File: config.mk
export PLATFORM = sky130hd
export DESIGN_NAME = rcs_sequencer
export DESIGN_NICKNAME = d
export VERILOG_FILES = /design/src/rcs_pkg.sv /design/src/rcs_fifo.sv /design/src/rcs_crc.sv /design/src/rcs_sequencer.sv
export SDC_FILE = /design/constraint.sdc
export NUM_CORES = 1
export LEC_CHECK = 0
export ABC_AREA = 1
export BUFFER_PORTS_ARGS = -buffer_cell sky130_fd_sc_hd__buf_2
export CELL_PAD_IN_SITES_DETAIL_PLACEMENT = 0
export CELL_PAD_IN_SITES_GLOBAL_PLACEMENT = 1
export CORE_ASPECT_RATIO = 0.9
export CORE_MARGIN = 10
export CORE_UTILIZATION = 48
export CTS_CLUSTER_DIAMETER = 80
export CTS_CLUSTER_SIZE = 20
export DETAILED_ROUTE_END_ITERATION = 6
export GPL_TIMING_DRIVEN = 0
export MAX_ROUTING_LAYER = met4
export PLACE_DENSITY = 0.86
export SLEW_MARGIN = 20
export SYNTH_ARGS = -nofsm -noshare
export SYNTH_HDL_FRONTEND = slang
export SYNTH_SLANG_ARGS = --single-unit
File: constraint.sdc
create_clock -name ref_clk_i -period 4.5 [get_ports ref_clk_i]
set_input_delay 1.125 -clock ref_clk_i [delete_from_list [all_inputs] [get_ports ref_clk_i]]
set_output_delay 1.125 -clock ref_clk_i [all_outputs]
set_load 0.1 [all_outputs]
File: src/rcs_pkg.sv
// Constants, register map and command codes of the command sequencer.
// Assumes a 200 MHz system clock and a classic Wishbone register slave.
package rcs_pkg;
	// Command codes
	localparam logic [3:0] RCS_CMD_IDLE   = 4'h0;
	localparam logic [3:0] RCS_CMD_CRC    = 4'h3;
	localparam logic [3:0] RCS_CMD_TX     = 4'h4;
	localparam logic [3:0] RCS_CMD_KEEP   = 4'h7;
	localparam logic [3:0] RCS_CMD_RX     = 4'h8;
	localparam logic [3:0] RCS_CMD_TRX    = 4'hc;
	localparam logic [3:0] RCS_CMD_AUTH   = 4'he;
	localparam logic [3:0] RCS_CMD_SRST   = 4'hf;
	// Register byte addresses
	localparam logic [7:0] RCS_A_CMD      = 8'h00;
	localparam logic [7:0] RCS_A_MODE     = 8'h04;
	localparam logic [7:0] RCS_A_FRAMING  = 8'h08;
	localparam logic [7:0] RCS_A_RXSET    = 8'h0c;
	localparam logic [7:0] RCS_A_IRQ      = 8'h10;
	localparam logic [7:0] RCS_A_ERR      = 8'h14;
	localparam logic [7:0] RCS_A_STAT2    = 8'h18;
	localparam logic [7:0] RCS_A_CRCH     = 8'h1c;
	localparam logic [7:0] RCS_A_CRCL     = 8'h20;
	localparam logic [7:0] RCS_A_FIFO     = 8'h24;
	localparam logic [7:0] RCS_A_FLEVEL   = 8'h28;
	localparam logic [7:0] RCS_A_BAUD     = 8'h2c;
	// Field positions
	localparam int RCS_B_RECEIVER_DISABLE   = 5;
	localparam int RCS_B_SLEEP    = 4;
	localparam int RCS_B_LAUNCH   = 7;
	localparam int RCS_B_MULTI    = 2;
	localparam int RCS_B_WRITE_VIOLATION_FLAG    = 3;
	localparam int RCS_B_PROTERR  = 0;
	localparam int RCS_B_CRYPTO   = 3;
	localparam int RCS_B_COMMAND_DONE_IRQ  = 4;
	localparam int RCS_B_FRAME_RECEIVED_IRQ    = 5;
	localparam int RCS_B_FRAME_SENT_IRQ    = 6;
	localparam int RCS_B_TIMEOUT_IRQ = 0;
	// Reset values
	localparam logic [7:0] RCS_R_MODE     = 8'h3f;
	localparam logic [7:0] RCS_R_BAUD     = 8'heb;
	// Other constants
	localparam int RCS_FIFO_DEPTH = 64;
	localparam int RCS_AUTH_BYTES = 12;
	localparam logic [15:0] RCS_CRC_POLY  = 16'h1021;
endpackage : rcs_pkg

File: src/rcs_fifo.sv
// Byte FIFO shared by host and command sequencer.
// Assumes single clock; pops and pushes are already qualified.
`timescale 1ns/1ps
module rcs_fifo
	import rcs_pkg::*;
(
	input  wire logic       ref_clk_i,
	input  wire logic       nrst_i,
	input  wire logic       ce_i,
	input  wire logic       push_i,
	input  wire logic [7:0] wdata_i,
	input  wire logic       pop_i,
	output logic      [7:0] rdata_o,
	output logic      [6:0] level_o
);
	logic [7:0] mem [RCS_FIFO_DEPTH];
	logic [5:0] wp;
	logic [5:0] rp;
	logic       do_push;
	logic       do_pop;
	assign do_push = push_i && (level_o != 7'(RCS_FIFO_DEPTH));
	assign do_pop  = pop_i && (level_o != 7'h00);
	assign rdata_o = mem[rp];
	always_ff @(posedge ref_clk_i) begin
		if (ce_i && do_push) begin
			mem[wp] <= wdata_i;
		end
	end
	always_ff @(posedge ref_clk_i or negedge nrst_i) begin
		if (!nrst_i) begin
			wp      <= 6'h00;
			rp      <= 6'h00;
			level_o <= 7'h00;
		end else if (ce_i) begin
			if (do_push) begin
				wp <= wp + 6'h01;
			end
			if (do_pop) begin
				rp <= rp + 6'h01;
			end
			level_o <= level_o + 7'(do_push) - 7'(do_pop);
		end
	end
endmodule : rcs_fifo

File: src/rcs_crc.sv
// Byte-wide CRC coprocessor, one byte per cycle.
// Assumes the caller loads the seed before feeding bytes.
`timescale 1ns/1ps
module rcs_crc
	import rcs_pkg::*;
(
	input  wire logic        ref_clk_i,
	input  wire logic        nrst_i,
	input  wire logic        ce_i,
	input  wire logic        load_i,
	input  wire logic [15:0] seed_i,
	input  wire logic        feed_i,
	input  wire logic [7:0]  data_i,
	output logic      [15:0] crc_o
);
	function automatic logic [15:0] crc_byte(input logic [15:0] c, input logic [7:0] d);
		logic [15:0] r;
		r = c;
		for (int i = 7; i >= 0; i--) begin
			r = (r[15] ^ d[i]) ? ((r << 1) ^ RCS_CRC_POLY) : (r << 1);
		end
		return r;
	endfunction : crc_byte
	always_ff @(posedge ref_clk_i or negedge nrst_i) begin
		if (!nrst_i) begin
			crc_o <= 16'h0000;
		end else if (ce_i) begin
			if (load_i) begin
				crc_o <= seed_i;
			end else if (feed_i) begin
				crc_o <= crc_byte(crc_o, data_i);
			end
		end
	end
endmodule : rcs_crc

File: src/rcs_sequencer.sv
// Command state machine with its Wishbone register file.
// Assumes RF framing, timer and crypto engine handshake on same clock.
//
// The register offsets and the Wishbone slave port were decided locally.
`timescale 1ns/1ps
module rcs_sequencer
	import rcs_pkg::*;
(
	input  wire logic        ref_clk_i,
	input  wire logic        nrst_i,
	input  wire logic        ce_i,
	input  wire logic        wb_cyc_i,
	input  wire logic        wb_stb_i,
	input  wire logic        wb_we_i,
	input  wire logic [7:0]  wb_adr_i,
	input  wire logic [3:0]  wb_sel_i,
	input  wire logic [31:0] wb_dat_i,
	output logic      [31:0] wb_dat_o,
	output logic             wb_ack_o,
	output logic             wb_err_o,
	input  wire logic        tx_done_i,
	input  wire logic        rx_frame_end_i,
	input  wire logic        timer_irq_i,
	input  wire logic        auth_ok_i,
	input  wire logic        auth_fail_i,
	output logic             tx_byte_valid_o,
	output logic      [7:0]  tx_byte_o,
	output logic             tx_active_o,
	output logic             rx_enable_o,
	output logic             auth_start_o,
	output logic      [95:0] auth_params_o
);
	typedef enum logic [7:0] {
		RCS_S_IDLE  = 8'h01,
		RCS_S_CRC   = 8'h02,
		RCS_S_TX    = 8'h04,
		RCS_S_WAIT  = 8'h08,
		RCS_S_RX    = 8'h10,
		RCS_S_AGET  = 8'h20,
		RCS_S_AUTH  = 8'h40,
		RCS_S_TXEND = 8'h80
	} rcs_state_t;

	rcs_state_t  state;
	logic [7:0]  cmd_reg;
	logic [7:0]  mode_reg;
	logic [7:0]  framing;
	logic [7:0]  rx_setup;
	logic [7:0]  irq_reg;
	logic [7:0]  err_reg;
	logic [7:0]  stat2;
	logic [7:0]  baud;
	logic        trx_mode;
	logic [3:0]  acnt;
	logic        srst;
	logic        req;
	logic        wr;
	logic        rd;
	logic        lane0;
	logic        cmd_wr;
	logic        fifo_touch;
	logic        fifo_push;
	logic        fifo_pop;
	logic [7:0]  fifo_q;
	logic [6:0]  fifo_lvl;
	logic        crc_load;
	logic        crc_feed;
	logic [15:0] crc_val;
	logic        self_done;

	// Wishbone decode
	assign req   = wb_cyc_i && wb_stb_i && !wb_ack_o && !wb_err_o;
	assign wr    = req && wb_we_i;
	assign rd    = req && !wb_we_i;
	assign lane0 = wb_sel_i[0];

	function automatic logic mapped(input logic [7:0] a);
		return (a <= RCS_A_BAUD) && (a[1:0] == 2'b00);
	endfunction : mapped

	assign cmd_wr     = ce_i && wr && lane0 && (wb_adr_i == RCS_A_CMD)
	                  && (wb_dat_i[3:0] != RCS_CMD_KEEP);
	assign fifo_touch = ce_i && req && (wb_adr_i == RCS_A_FIFO);
	assign fifo_push  = fifo_touch && wb_we_i && lane0 && (state != RCS_S_AUTH)
	                  && (state != RCS_S_AGET);
	assign crc_feed   = (state == RCS_S_CRC) && (fifo_lvl != 7'h00) && !cmd_wr;
	assign crc_load   = cmd_wr && (wb_dat_i[3:0] == RCS_CMD_CRC);
	assign fifo_pop   = ce_i && (crc_feed
	                  || ((state == RCS_S_TX) && (fifo_lvl != 7'h00))
	                  || ((state == RCS_S_AGET) && (fifo_lvl != 7'h00))
	                  || (rd && (wb_adr_i == RCS_A_FIFO) && (state != RCS_S_AUTH)
	                      && (state != RCS_S_AGET)));
	assign srst = cmd_wr && (wb_dat_i[3:0] == RCS_CMD_SRST);
	assign self_done = ((state == RCS_S_TXEND) && tx_done_i && !trx_mode)
	                 || ((state == RCS_S_RX) && rx_frame_end_i && !trx_mode
	                     && !rx_setup[RCS_B_MULTI])
	                 || ((state == RCS_S_AUTH) && auth_ok_i);

	rcs_fifo u_fifo (
		.ref_clk_i (ref_clk_i),
		.nrst_i    (nrst_i),
		.ce_i      (ce_i),
		.push_i    (fifo_push),
		.wdata_i   (wb_dat_i[7:0]),
		.pop_i     (fifo_pop),
		.rdata_o   (fifo_q),
		.level_o   (fifo_lvl)
	);

	rcs_crc u_crc (
		.ref_clk_i (ref_clk_i),
		.nrst_i    (nrst_i),
		.ce_i      (ce_i),
		.load_i    (crc_load),
		.seed_i    (seed_of(mode_reg[1:0])),
		.feed_i    (crc_feed),
		.data_i    (fifo_q),
		.crc_o     (crc_val)
	);

	function automatic logic [15:0] seed_of(input logic [1:0] s);
		case (s)
			2'b00: return 16'h0000;
			2'b01: return 16'h6363;
			2'b10: return 16'ha671;
			default: return 16'hffff;
		endcase
	endfunction : seed_of

	// Bus answer
	always_ff @(posedge ref_clk_i or negedge nrst_i) begin
		if (!nrst_i) begin
			wb_ack_o <= 1'b0;
			wb_err_o <= 1'b0;
			wb_dat_o <= 32'h0000_0000;
		end else if (ce_i) begin
			wb_ack_o <= req && mapped(wb_adr_i);
			wb_err_o <= req && !mapped(wb_adr_i);
			wb_dat_o <= 32'h0000_0000;
			if (rd) begin
				case (wb_adr_i)
					RCS_A_CMD:     wb_dat_o[7:0] <= cmd_reg;
					RCS_A_MODE:    wb_dat_o[7:0] <= mode_reg;
					RCS_A_FRAMING: wb_dat_o[7:0] <= framing;
					RCS_A_RXSET:   wb_dat_o[7:0] <= rx_setup;
					RCS_A_IRQ:     wb_dat_o[7:0] <= irq_reg;
					RCS_A_ERR:     wb_dat_o[7:0] <= err_reg;
					RCS_A_STAT2:   wb_dat_o[7:0] <= stat2;
					RCS_A_CRCH:    wb_dat_o[7:0] <= crc_val[15:8];
					RCS_A_CRCL:    wb_dat_o[7:0] <= crc_val[7:0];
					RCS_A_FIFO:    wb_dat_o[7:0] <= fifo_q;
					RCS_A_FLEVEL:  wb_dat_o[6:0] <= fifo_lvl;
					RCS_A_BAUD:    wb_dat_o[7:0] <= baud;
					default:       wb_dat_o <= 32'h0000_0000;
				endcase
			end
		end
	end

	// Command register
	always_ff @(posedge ref_clk_i or negedge nrst_i) begin
		if (!nrst_i) begin
			cmd_reg <= 8'h00;
		end else if (ce_i) begin
			if (srst) begin
				cmd_reg <= 8'h00;
			end else if (wr && lane0 && (wb_adr_i == RCS_A_CMD)) begin
				if (wb_dat_i[3:0] == RCS_CMD_KEEP) begin
					cmd_reg <= {wb_dat_i[7:4], cmd_reg[3:0]};
				end else begin
					cmd_reg <= wb_dat_i[7:0];
				end
			end else if (self_done || (cmd_reg[3:0] == RCS_CMD_IDLE)) begin
				cmd_reg[3:0] <= RCS_CMD_IDLE;
			end
		end
	end

	// Config registers
	always_ff @(posedge ref_clk_i or negedge nrst_i) begin
		if (!nrst_i) begin
			mode_reg <= RCS_R_MODE;
			framing  <= 8'h00;
			rx_setup <= 8'h00;
			baud     <= RCS_R_BAUD;
		end else if (ce_i) begin
			if (srst) begin
				mode_reg <= RCS_R_MODE;
				framing  <= 8'h00;
				rx_setup <= 8'h00;
				baud     <= RCS_R_BAUD;
			end else begin
				if (wr && lane0 && (wb_adr_i == RCS_A_MODE)) begin
					mode_reg <= wb_dat_i[7:0];
				end
				if (wr && lane0 && (wb_adr_i == RCS_A_RXSET)) begin
					rx_setup <= wb_dat_i[7:0];
				end
				if (wr && lane0 && (wb_adr_i == RCS_A_BAUD)) begin
					baud <= wb_dat_i[7:0];
				end
				if (wr && lane0 && (wb_adr_i == RCS_A_FRAMING)) begin
					framing <= wb_dat_i[7:0];
				end else if (state == RCS_S_WAIT && framing[RCS_B_LAUNCH]) begin
					framing[RCS_B_LAUNCH] <= 1'b0;
				end
			end
		end
	end

	// Command state machine
	always_ff @(posedge ref_clk_i or negedge nrst_i) begin
		if (!nrst_i) begin
			state    <= RCS_S_IDLE;
			trx_mode <= 1'b0;
			acnt     <= 4'h0;
		end else if (ce_i) begin
			if (cmd_wr) begin
				acnt     <= 4'h0;
				trx_mode <= (wb_dat_i[3:0] == RCS_CMD_TRX);
				case (wb_dat_i[3:0])
					RCS_CMD_CRC:  state <= RCS_S_CRC;
					RCS_CMD_TX:   state <= RCS_S_TX;
					RCS_CMD_RX:   state <= RCS_S_RX;
					RCS_CMD_TRX:  state <= RCS_S_WAIT;
					RCS_CMD_AUTH: state <= RCS_S_AGET;
					default:      state <= RCS_S_IDLE;
				endcase
			end else begin
				case (state)
					RCS_S_CRC: state <= RCS_S_CRC;
					RCS_S_TX: begin
						if (fifo_lvl == 7'h00) begin
							state <= RCS_S_TXEND;
						end
					end
					RCS_S_TXEND: begin
						if (tx_done_i) begin
							state <= trx_mode ? RCS_S_RX : RCS_S_IDLE;
						end
					end
					RCS_S_WAIT: begin
						if (framing[RCS_B_LAUNCH]) begin
							state <= RCS_S_TX;
						end
					end
					RCS_S_RX: begin
						if (rx_frame_end_i && !rx_setup[RCS_B_MULTI]) begin
							state <= trx_mode ? RCS_S_WAIT : RCS_S_IDLE;
						end
					end
					RCS_S_AGET: begin
						if (fifo_lvl != 7'h00) begin
							acnt <= acnt + 4'h1;
							if (acnt == 4'(RCS_AUTH_BYTES - 1)) begin
								state <= RCS_S_AUTH;
							end
						end
					end
					RCS_S_AUTH: begin
						if (auth_ok_i || auth_fail_i) begin
							state <= RCS_S_IDLE;
						end
					end
					default: state <= RCS_S_IDLE;
				endcase
			end
		end
	end

	// Parameter capture
	always_ff @(posedge ref_clk_i or negedge nrst_i) begin
		if (!nrst_i) begin
			auth_params_o <= 96'h0;
		end else if (ce_i && state == RCS_S_AGET && fifo_lvl != 7'h00) begin
			auth_params_o <= {auth_params_o[87:0], fifo_q};
		end
	end

	// Link outputs
	always_ff @(posedge ref_clk_i or negedge nrst_i) begin
		if (!nrst_i) begin
			tx_byte_valid_o <= 1'b0;
			tx_byte_o       <= 8'h00;
			tx_active_o     <= 1'b0;
			rx_enable_o     <= 1'b0;
			auth_start_o    <= 1'b0;
		end else if (ce_i) begin
			tx_byte_valid_o <= (state == RCS_S_TX) && (fifo_lvl != 7'h00) && !cmd_wr;
			tx_byte_o       <= fifo_q;
			tx_active_o     <= (state == RCS_S_TX) || (state == RCS_S_TXEND);
			rx_enable_o     <= (state == RCS_S_RX) && !cmd_reg[RCS_B_RECEIVER_DISABLE];
			auth_start_o    <= (state == RCS_S_AGET) && (acnt == 4'(RCS_AUTH_BYTES - 1))
			                && (fifo_lvl != 7'h00) && !cmd_wr;
		end
	end

	// Flags: hardware set wins over host clear; soft reset clears all
	always_ff @(posedge ref_clk_i or negedge nrst_i) begin
		if (!nrst_i) begin
			irq_reg <= 8'h00;
			err_reg <= 8'h00;
			stat2   <= 8'h00;
		end else if (ce_i) begin
			if (srst) begin
				irq_reg <= 8'h00;
				err_reg <= 8'h00;
				stat2   <= 8'h00;
			end else begin
				if (wr && lane0 && (wb_adr_i == RCS_A_IRQ)) begin
					irq_reg <= irq_reg & ~wb_dat_i[7:0];
				end
				if (wr && lane0 && (wb_adr_i == RCS_A_ERR)) begin
					err_reg <= err_reg & ~wb_dat_i[7:0];
				end
				if (wr && lane0 && (wb_adr_i == RCS_A_STAT2)) begin
					stat2[RCS_B_CRYPTO] <= wb_dat_i[RCS_B_CRYPTO];
				end
				if (self_done || (cmd_wr && (wb_dat_i[3:0] == RCS_CMD_IDLE))) begin
					irq_reg[RCS_B_COMMAND_DONE_IRQ] <= 1'b1;
				end
				if (timer_irq_i) begin
					irq_reg[RCS_B_TIMEOUT_IRQ] <= 1'b1;
				end
				if (state != RCS_S_AUTH && state != RCS_S_AGET) begin
					if (state == RCS_S_TXEND && tx_done_i) begin
						irq_reg[RCS_B_FRAME_SENT_IRQ] <= 1'b1;
					end
					if (state == RCS_S_RX && rx_frame_end_i) begin
						irq_reg[RCS_B_FRAME_RECEIVED_IRQ] <= 1'b1;
					end
				end
				if (fifo_touch && (state == RCS_S_AUTH || state == RCS_S_AGET)) begin
					err_reg[RCS_B_WRITE_VIOLATION_FLAG] <= 1'b1;
				end
				if (state == RCS_S_AUTH && auth_ok_i) begin
					stat2[RCS_B_CRYPTO] <= 1'b1;
				end
				if (state == RCS_S_AUTH && auth_fail_i) begin
					err_reg[RCS_B_PROTERR] <= 1'b1;
					stat2[RCS_B_CRYPTO]    <= 1'b0;
				end
			end
		end
	end
endmodule : rcs_sequencer

---- Word level (Yosys, flattened, before mapping) ----
Memories as Yosys holds them, arrays and structs flattened.
Cells that the tools add are included.
word-level totals
  register bits after elaboration ......... 247
  bits in writable memories ............... 512
  output and inout bits ................... 142
  memories ................................ 1
memories
  name        depth  bits a word  read ports  clocked after memory_dff  write ports  RTL line        RTL
  u_fifo.mem  64     8            1           0                         1            rcs_fifo.sv:16  logic [7:0] mem [RCS_FIFO_DEPTH];
operators by class
  add/sub/neg operators ................... 5
  magnitude comparators ................... 1
  equal/unequal tests ..................... 40
  mux-type cells .......................... 61
  bitwise gates (word level) .............. 19
  reduce and logical (&&, ||, !) cells .... 121
operator list
  kind                                                                    number
  8-bit two-way mux                                                       21
  13-bit two-way mux                                                      8
  7-bit one-hot mux with 12 select lines                                  1
  1-bit logical AND                                                       59
  8-bit one-hot mux with 7 select lines                                   1
  16-bit one-hot mux with 3 select lines                                  1
  8-bit by 5-bit equality test with 1-bit output (second input constant)  5
  8-bit by 6-bit equality test with 1-bit output (second input constant)  5
  2-bit AND reduction                                                     17
  16-bit two-way mux                                                      2
  4-bit two-way mux                                                       8
  6-bit one-hot mux with 5 select lines                                   1
  8-bit by 4-bit equality test with 1-bit output (second input constant)  3
  3-bit inequality test (second input constant)                           8
  3-bit NOT                                                               8
  4-bit equality test (second input constant)                             5
  2-bit nonzero test                                                      10
  3-bit nonzero test                                                      6
  8-bit bitwise AND                                                       2
  8-bit by 3-bit equality test with 1-bit output (second input constant)  2
  1-bit two-way mux                                                       14
  6-bit by 1-bit adder with 6-bit output (second input constant)          2
  1-bit logical OR                                                        10
  1-bit one-hot mux with 10 select lines                                  1
  other kinds (29)                                                        47

---- Longest topological paths before layout ----
Gate-level depths: netlist of the first run.
An unclocked memory read counts as a cell.
  depth after elaboration ................. 19
  gate-level depth with buffers ........... 27
  depth with buffers taken out ............ 27

---- Modules after synthesis ----
From an unflattened synthesis of the first run, not the netlist that was laid out.
unflattened totals
  cell total of the unflattened synthesis .. 3,521
  area, all modules ....................... 33,026.7 µm²
modules (own cells, without submodules)
  module         times used  cells an instance  area each (µm²)
  rcs_fifo       1           2,194              22,879.4
  rcs_sequencer  1           1,143              8,959.8
  rcs_crc        1           184                1,187.4

---- Worst setup path after synthesis of the first run ----
OpenSTA, ideal clock, no wires.
  path kind ............................... in2reg
  from .................................... input port wb_adr_i[7]
  to ...................................... register u_fifo.level_o[6]
  library setup time ...................... 0.131 ns
  arrival time ............................ 4.093 ns
  required time ........................... 4.369 ns
  setup slack ............................. 0.276 ns
  cell stages on the path ................. 26
  cells stage by stage .................... nor2_2 nand3_2 nor2_4 nand2_1 nor2_2 nand2_2 nand2_1 o21ai_0 nand2_1 inv_2 ha_1 inv_1 ha_1 inv_1 fa_1 inv_1 a21oi_1 o21bai_1 inv_1 nor2_1 nor2_1 nor2_1 nor2_1 a21oi_1 o21ai_0 xor2_1
on the way
  cells in the longest elaborated chain, start to end .. 11
RTL lines
  item                                                                                             RTL line             RTL
  from (decl)                                                                                      rcs_sequencer.sv:15  input wire logic [7:0] wb_adr_i,
  parallel branches: the longest is 10 deep, another holds 7-bit by 1-bit adder with 7-bit output  -
  7-bit by 1-bit subtractor with 7-bit output *                                                    rcs_fifo.sv:41       level_o <= level_o + 7'(do_push) - 7'(do_pop);
  to (signal assigned)                                                                             rcs_fifo.sv:41
  to (decl)                                                                                        rcs_fifo.sv:14       output logic [6:0] level_o
Every way passes the cells marked *.
A chain may end at the register's enable or synchronous reset.

---- Worst setup path after layout of the first run ----
  from .................................... input port wb_adr_i[1]
  to ...................................... memory u_fifo.mem[36][4], enable pin
on the way
  cells in the longest elaborated chain, start to end .. 10
RTL lines
  item                                            RTL line             RTL
  8-bit by 6-bit equality test with 1-bit output  rcs_sequencer.sv:83  assign fifo_touch = ce_i && req && (wb_adr_i == RCS_A_FIFO);
  1-bit logical AND                               rcs_sequencer.sv:83
  1-bit logical AND (3 in series)                 rcs_sequencer.sv:84  assign fifo_push = fifo_touch && wb_we_i && lane0 && (state != RCS_S_AUTH)
  1-bit logical AND                               rcs_sequencer.sv:85  && (state != RCS_S_AGET);
  1-bit logical AND                               rcs_fifo.sv:21       assign do_push = push_i && (level_o != 7'(RCS_FIFO_DEPTH));
  1-bit logical AND                               rcs_fifo.sv:25       if (ce_i && do_push) begin
  1-bit two-way mux                               rcs_fifo.sv:25
  1-bit two-way mux (implied by the code)         rcs_fifo.sv:26       mem[wp] <= wdata_i;
  to (decl)                                       rcs_fifo.sv:16
Every way passes these cells.

==> results of run 1 <==
worst paths after layout:
path                                                  to  slack [ps]                     startpoint
min in group ref_clk_i     auth_params_o[94]$_DFFE_PN0P_         470  auth_params_o[94]$_DFFE_PN0P_
min                        auth_params_o[64]$_DFFE_PN0P_         410                         nrst_i
max                          u_fifo.mem[36][4]$_DFFE_PP_         200                    wb_adr_i[1]
min reg2reg                auth_params_o[94]$_DFFE_PN0P_         470  auth_params_o[94]$_DFFE_PN0P_
max reg2reg                u_fifo.level_o[6]$_DFFE_PN0P_         440  u_fifo.level_o[2]$_DFFE_PN0P_
max in group asynchronous            baud[5]$_DFFE_PN1P_        2820                         nrst_i
what timing repair did:
action | in CTS | in global routing
gates resized for setup | 7 | 15
pin swaps | 1 | 1
buffers inserted | 1 | 1
cloned | 0 | 1
endpoints found under the setup margin | 2 | 2
logic make-up (layout without fill, tap and decap cells):
group | after synthesis | after routing | synth area share (%)
AND/OR/NAND/NOR | 1698 | 1698 | 21.81
AO/OA/AOI/OAI | 345 | 345 | 6.125
XOR/XNOR | 12 | 12 | 0.3305
flip-flops | 735 | 735 | 65.94
other | 1 | 25 | 0.01179
buffers and inverters | 358 | 586 | 5.244
adder cells (fa/ha/maj) | 13 | 13 | 0.5350
metal layers:
layer / global-route usage [%] / wire, µm / up-vias / part of all wire [%]
li1: - / - / 10976 / -
met5: - / 0 / - / 0
met3: 9.116 / 17510 / 265 / 15
met2: 41.21 / 47990 / 1903 / 42
met4: 9.076 / 4141 / 0 / 3.6
met1: 40.11 / 43950 / 12009 / 39
area by class of cell:
class	count	share of cell area [%]
Antenna cell	1	0.007103
Sequential cell	735	59.53
Clock buffer	72	3.513
Timing Repair Buffer	152	2.618
Clock inverter	4	0.08879
Tap cell	864	3.069
Inverter	195	2.085
Multi-Input combinational cell	2092	26.42
Buffer	163	2.667
power by group:
part	internal [mW]	switching (mW)	total [mW]	leakage [nW]
Clock	1.90	2.28	4.18	0.609
Combinational	1.94	6.60	8.53	6.79
Sequential	7.42	0.149	7.57	7.49
Total	11.3	9.03	20.3	14.9
metrics by stage:
step	power [mW]	TNS [ps]	hold slack [ps]	worst slack (ps)	instance area, µm²
after floorplan	12.25	0	436.2	275.9	31890
after global placement	15.66	-493380	449.2	-1908	33700
after detailed placement	15.70	-89830	454.6	-999.2	33830
after CTS	19.77	0	402.2	29.33	35130
after global routing	20.80	-10.85	426.2	-10.85	35230
final	20.28	0	408.0	200.4	35230
layout by cell type (no fill, tap or decap), types with 13 or more instances in the layout:
cell and count:
buf_4 41, conb_1 24, edfxtp_1 512, a21oi_1 64, nor2_1 358, clkbuf_16 46
buf_6 16, o211ai_1 13, o21ai_0 169, o22ai_1 19, inv_1 178, buf_2 194
clkbuf_1 72, dfstp_2 13, nand4_1 14, nand2_1 989, o21ai_1 25, dfrtp_1 210
nand3_1 286
==> results.ini, run 1 <==
[clock_tree]
clk_latency_ps=630
cts_root_buf=clkbuf_16
path_clk_slew_ps=90
hold_buffers=0
htree_levels=2
clock_sinks=735
cts_tree=built
numCtsBuffers=43
clk_path_buf_depth=3

[synth]
synth_edf_count=512
synth_common_cells=991 x nand2_1, 512 x edfxtp_1, 362 x nor2_1, 287 x nand3_1, 210 x dfrtp_1
ys_async_sr_fraction_pct=30.34
synth.avg_cell_area_um2=10.06
ys_types=52
synth_ff_type=edfxtp_1
seq_area_frac_synth_pct=65.94
synth_warnings=0
yosysMostFrequentCell=nand2_1
yosys.area.top_type=edfxtp_1
syn_inst=3162
synth_seq_cells=735
synth_top_area_share_pct=48.34
synth_area_um2=31800
synth_area_leaders=edfxtp_1 48%, dfrtp_1 17%, nand2_1 12%

[setup_path]
cp-end-kind=flip-flop
slowest_stage=nor2_1
cp.depth=12
path_cells=buf_2, nor2_4, inv_1, nor3_4, inv_2, nor2_4, inv_2, nor2_1, nand2_1, nor2_1, nand3_1, nor2_1
crit_path_start_kind=primary input
cpPeakStageDelay_ps=1100
crit_buf_inv=4
worstPathRequired_ps=4720
crit_fanout=8
path_class=primary input to flip-flop
r2r_cells=27
path_delay_family=simple AND/OR/NAND/NOR gates
crit_top_cell=nor2_1
cp_data_arrival_time_ps=4520

[floorplanning]
core_area_um2=65590
num_rows=89
num_io_pins=197
start_util_pct=48.49
die_y_um=264.2
die_area_um2=76970
die_w_um=291.3

[global_routing]
overflow=0
grt_start_max_net_pins=93
grt_pass1_wl_mm=161.1
grt_pass1_vias=22389
grt_antenna_before_repair=1
grt_util_all_layers_pct=29.30

[drt]
drc=5
totalWireLength_mm=113.6
vias=25153
ant_nets=0
wl_per_cell_um=26.55
first_pass_iters=7
avgViaCountPerCell=5.880
drt_iter0_drc=4478

[sta]
setup_viol=0
relSlewSlack_pct=13.83
fin_skew_ps=37.59
layout_min_cycle_time_ps=4300
worst_slew_pin_slew_ps=1292
max_freq_mhz=232.6
finalCritPeriodShare_pct=95.55
hold_viol=0
drv_slew=0

[finish]
top_regs=u_fifo.mem: 512 flops, auth_params_o: 96 flops, u_crc.crc_o: 16 flops
final_core_util_pct=53.71
syn2layout_area_growth_pct=10.77
drive_gt1_share_pct=11.16
largest_reg_flops=512
multiInputGateArea_um2=9309
fill_cells=5740
regMostFlops=u_fifo.mem
final_cells=4278
nNetsFinal=3450
seq_area_um2=20970

[run_status]
violations=design-rule violations
status=finished with violations

[power]
ir_drop_mv=0.4613
powerDensity_nw_per_um2=575.7
leakagePower_nw=14.89

[placement]
gp_congestion=1.004
dp_hpwl_mm=75.59
portBuffers=145
placed_cells=4198

[worst_hold_path]
hp-class=primary input to async pin

[run]
max-cap-violations=0

Note: power is estimated with default switching activity, not from simulation.
==> run 2, diff against run 1 <==
SYNTH_HIERARCHICAL = 1   (was unset)
==> results.ini, run 2 <==
[run_status]
status=finished clean

[sta]
layout_min_cycle_time_ps=4266
worst_slew_pin_slew_ps=910.4
finalCritPeriodShare_pct=94.79
rsz0062_at_grt=no
hold_slack_ps=451.7
hold_viol=0
final.setup.tns_ps=0
relSlewSlack_pct=38.98
setup_viol=0
fin_skew_ps=37.37
fin_ws_ps=234.4
drv_slew=0
max_freq_mhz=234.4

[clock_tree]
htree_levels=2
clk_latency_ps=620
numCtsBuffers=45
cts_tree=built
clk_path_buf_depth=3
clock_sinks=735
path_clk_slew_ps=80
cts_root_buf=clkbuf_16
hold_buffers=0

[synth]
synth_top_area_share_pct=46.55
synth-xor-area-share_pct=0.4243
ys_async_sr_fraction_pct=30.34
synth_compound_area_share_pct=4.205
synthAdderAreaFrac_pct=0.5152
yosysMostFrequentCell=nand2_1
synth-simple-area-share_pct=24.61
yosys-mux-area-fraction_pct=0.06062
synth_edf_count=512
synth_top_family_by_area=simple AND/OR/NAND/NOR gates
yosys.area.top_type=edfxtp_1
synth_area_leaders=edfxtp_1 47%, dfrtp_1 16%, nand2_1 15%
synth_warnings=6
synth_ff_type=edfxtp_1
synth_seq_cells=735
syn_inst=3521
synth_area_um2=33030
seq_area_frac_synth_pct=63.50
ys_types=53
synth_common_cells=1297 x nand2_1, 512 x edfxtp_1, 333 x nor2_1, 315 x inv_1, 288 x nand3_1
synth.avg_cell_area_um2=9.380

[finish]
regMostFlops=u_fifo/mem
layout.cells.most_common=nand2_1
nNetsFinal=3830
largest_reg_flops=512
fill_cells=6220
syn2layout_area_growth_pct=11.79
drive_gt1_share_pct=12.65
top_regs=u_fifo/mem: 512 flops, auth_params_o: 96 flops, u_crc/crc_o: 16 flops
final_cell_mix=1297 x nand2_1, 512 x edfxtp_1, 315 x inv_1
final_cells=4671

[setup_path]
cpPeakStageDelay_ps=730
cp-end-kind=flip-flop
crit_fanout=10
path_class=primary input to flip-flop
crit_path_start_kind=primary input
worstPathRequired_ps=4750
slowest_stage=nor2_1
timing.rr.start=wb_ack_o$_DFFE_PN0P_
setup.worst_path.start=ce_i
cp_data_arrival_time_ps=4510
cp.depth=10
path_delay_family=simple AND/OR/NAND/NOR gates
r2r_cells=10
crit_buf_inv=5
path_cells=buf_2, clkbuf_1, clkbuf_2, nand2_1, nor3_1, nand3_1, inv_1, buf_4, nand2_1, nor2_1
crit_top_cell=nand2_1

[floorplanning]
die_w_um=296.5
num_rows=91
num_io_pins=197
die_y_um=268.8
core_area_um2=68320
start_util_pct=48.34
die_area_um2=79710

[global_routing]
grt_pass1_wl_mm=145.5
use_met2_pct=38.19
use_met1_pct=34.07
gr-usage-met3_pct=5.110
grt_pass1_vias=23435
grt_antenna_before_repair=0
grt_most_used_layer=met2
grt_start_max_net_pins=89
overflow=0
grt_util_all_layers_pct=25.05

[placement]
post-place-ws_ps=-1098
portBuffers=145
gp_congestion=0.9896
dp_hpwl_mm=69.09
placed_cells=4582

[run]
max-cap-violations=0

[power]
leakagePower_nw=16.79
powerDensity_nw_per_um2=386.7
power_mw=14.28
ir_drop_mv=0.3498

[drt]
avgViaCountPerCell=5.356
drc=0
first_pass_iters=6
drt_iter0_drc=2870
totalWireLength_mm=98.40
vias=25020
ant_nets=0
wl_per_cell_um=21.07

[worst_hold_path]
hp-class=primary input to async pin

[run 2: changes by cell type in the layout (fill, tap and decap cells not counted), moves of 10 or more]
cell	before	now
buf_2	194	213
nand2_1	989	1297
o21ai_1	25	7
inv_1	178	315
o211ai_1	13	3
a221oi_1	10	0
nor2_4	5	16
clkbuf_1	72	45
nor2_1	358	286
buf_4	41	59
nor2_2	7	47
[run 2: per-layer routing]
layer | up-vias | share of wire [%]
li1 | 11792 | -
met1 | 11998 | 42
met2 | 1074 | 46
met3 | 156 | 9.6
met4 | 0 | 2.6
met5 | - | 0
[run 2: path summary, 6_finish.rpt]
| check | endpoint | slack (ps) |
|---|---|---|
| max | u_fifo/mem[47][3]$_DFFE_PP_ | 230 |
| min | auth_params_o[47]$_DFFE_PN0P_ | 450 |
| max reg2reg | u_fifo/mem[47][3]$_DFFE_PP_ | 630 |
| min reg2reg | wb_dat_o[7]$_DFFE_PN0P_ | 480 |
| max in group asynchronous | mode_reg[2]$_DFFE_PN1P_ | 2750 |
| min in group ref_clk_i | wb_dat_o[7]$_DFFE_PN0P_ | 480 |
[run 2: final cells by class]
type                       count  area [µm²]  share of cell area (%)
timing repair buffer         171        1115                   3.020
tap                          883        1105                   2.992
antenna                        1       2.502                0.006778
buffer                       175       984.7                   2.667
inverter                     325        1220                   3.304
sequential                   735       20970                   56.80
clock inverter                 9       112.6                  0.3050
clock buffer                  63        1287                   3.487
multi-input combinational   2309       10120                   27.42
[run 2: stage by stage]
stage               util [%]  instance area (µm²)
floorplan                  -                33110
global placement       51.15                34940
detailed placement     51.53                35200
CTS                    53.87                36800
global route           54.04                36920
finish                 54.04                36920
[run 2: worst reg2reg max path: stages, from the launching register on]
cell     delay [ps]
dfrtp_1         410
nor2_2          190
nand2_1         110
nor2_1          450
nand2_1         100
nor3_1          390
nand3_1         450
inv_1           180
buf_4           180
nand2_1         310
nor2_1          730
[run 2: cells by family after synthesis]
group	count (synthesis)
AND/OR/NAND/NOR	1992
flip-flops	735
buffers and inverters	500
AO/OA/AOI/OAI	262
XOR/XNOR	16
adder cells (fa/ha/maj)	13
multiplexers	2
other	1
[run 2: timing repair]
action,in CTS,in global routing
endpoints found under the setup margin,424,269
gates resized for setup,36,23
setup buffers,9,7
[run 2: power by group]
group | leakage [nW] | internal (mW) | switching, mW
clock network | 0.688 | 2.11 | 2.29
registers | 7.51 | 7.31 | 0.0702
logic | 8.59 | 0.608 | 1.89
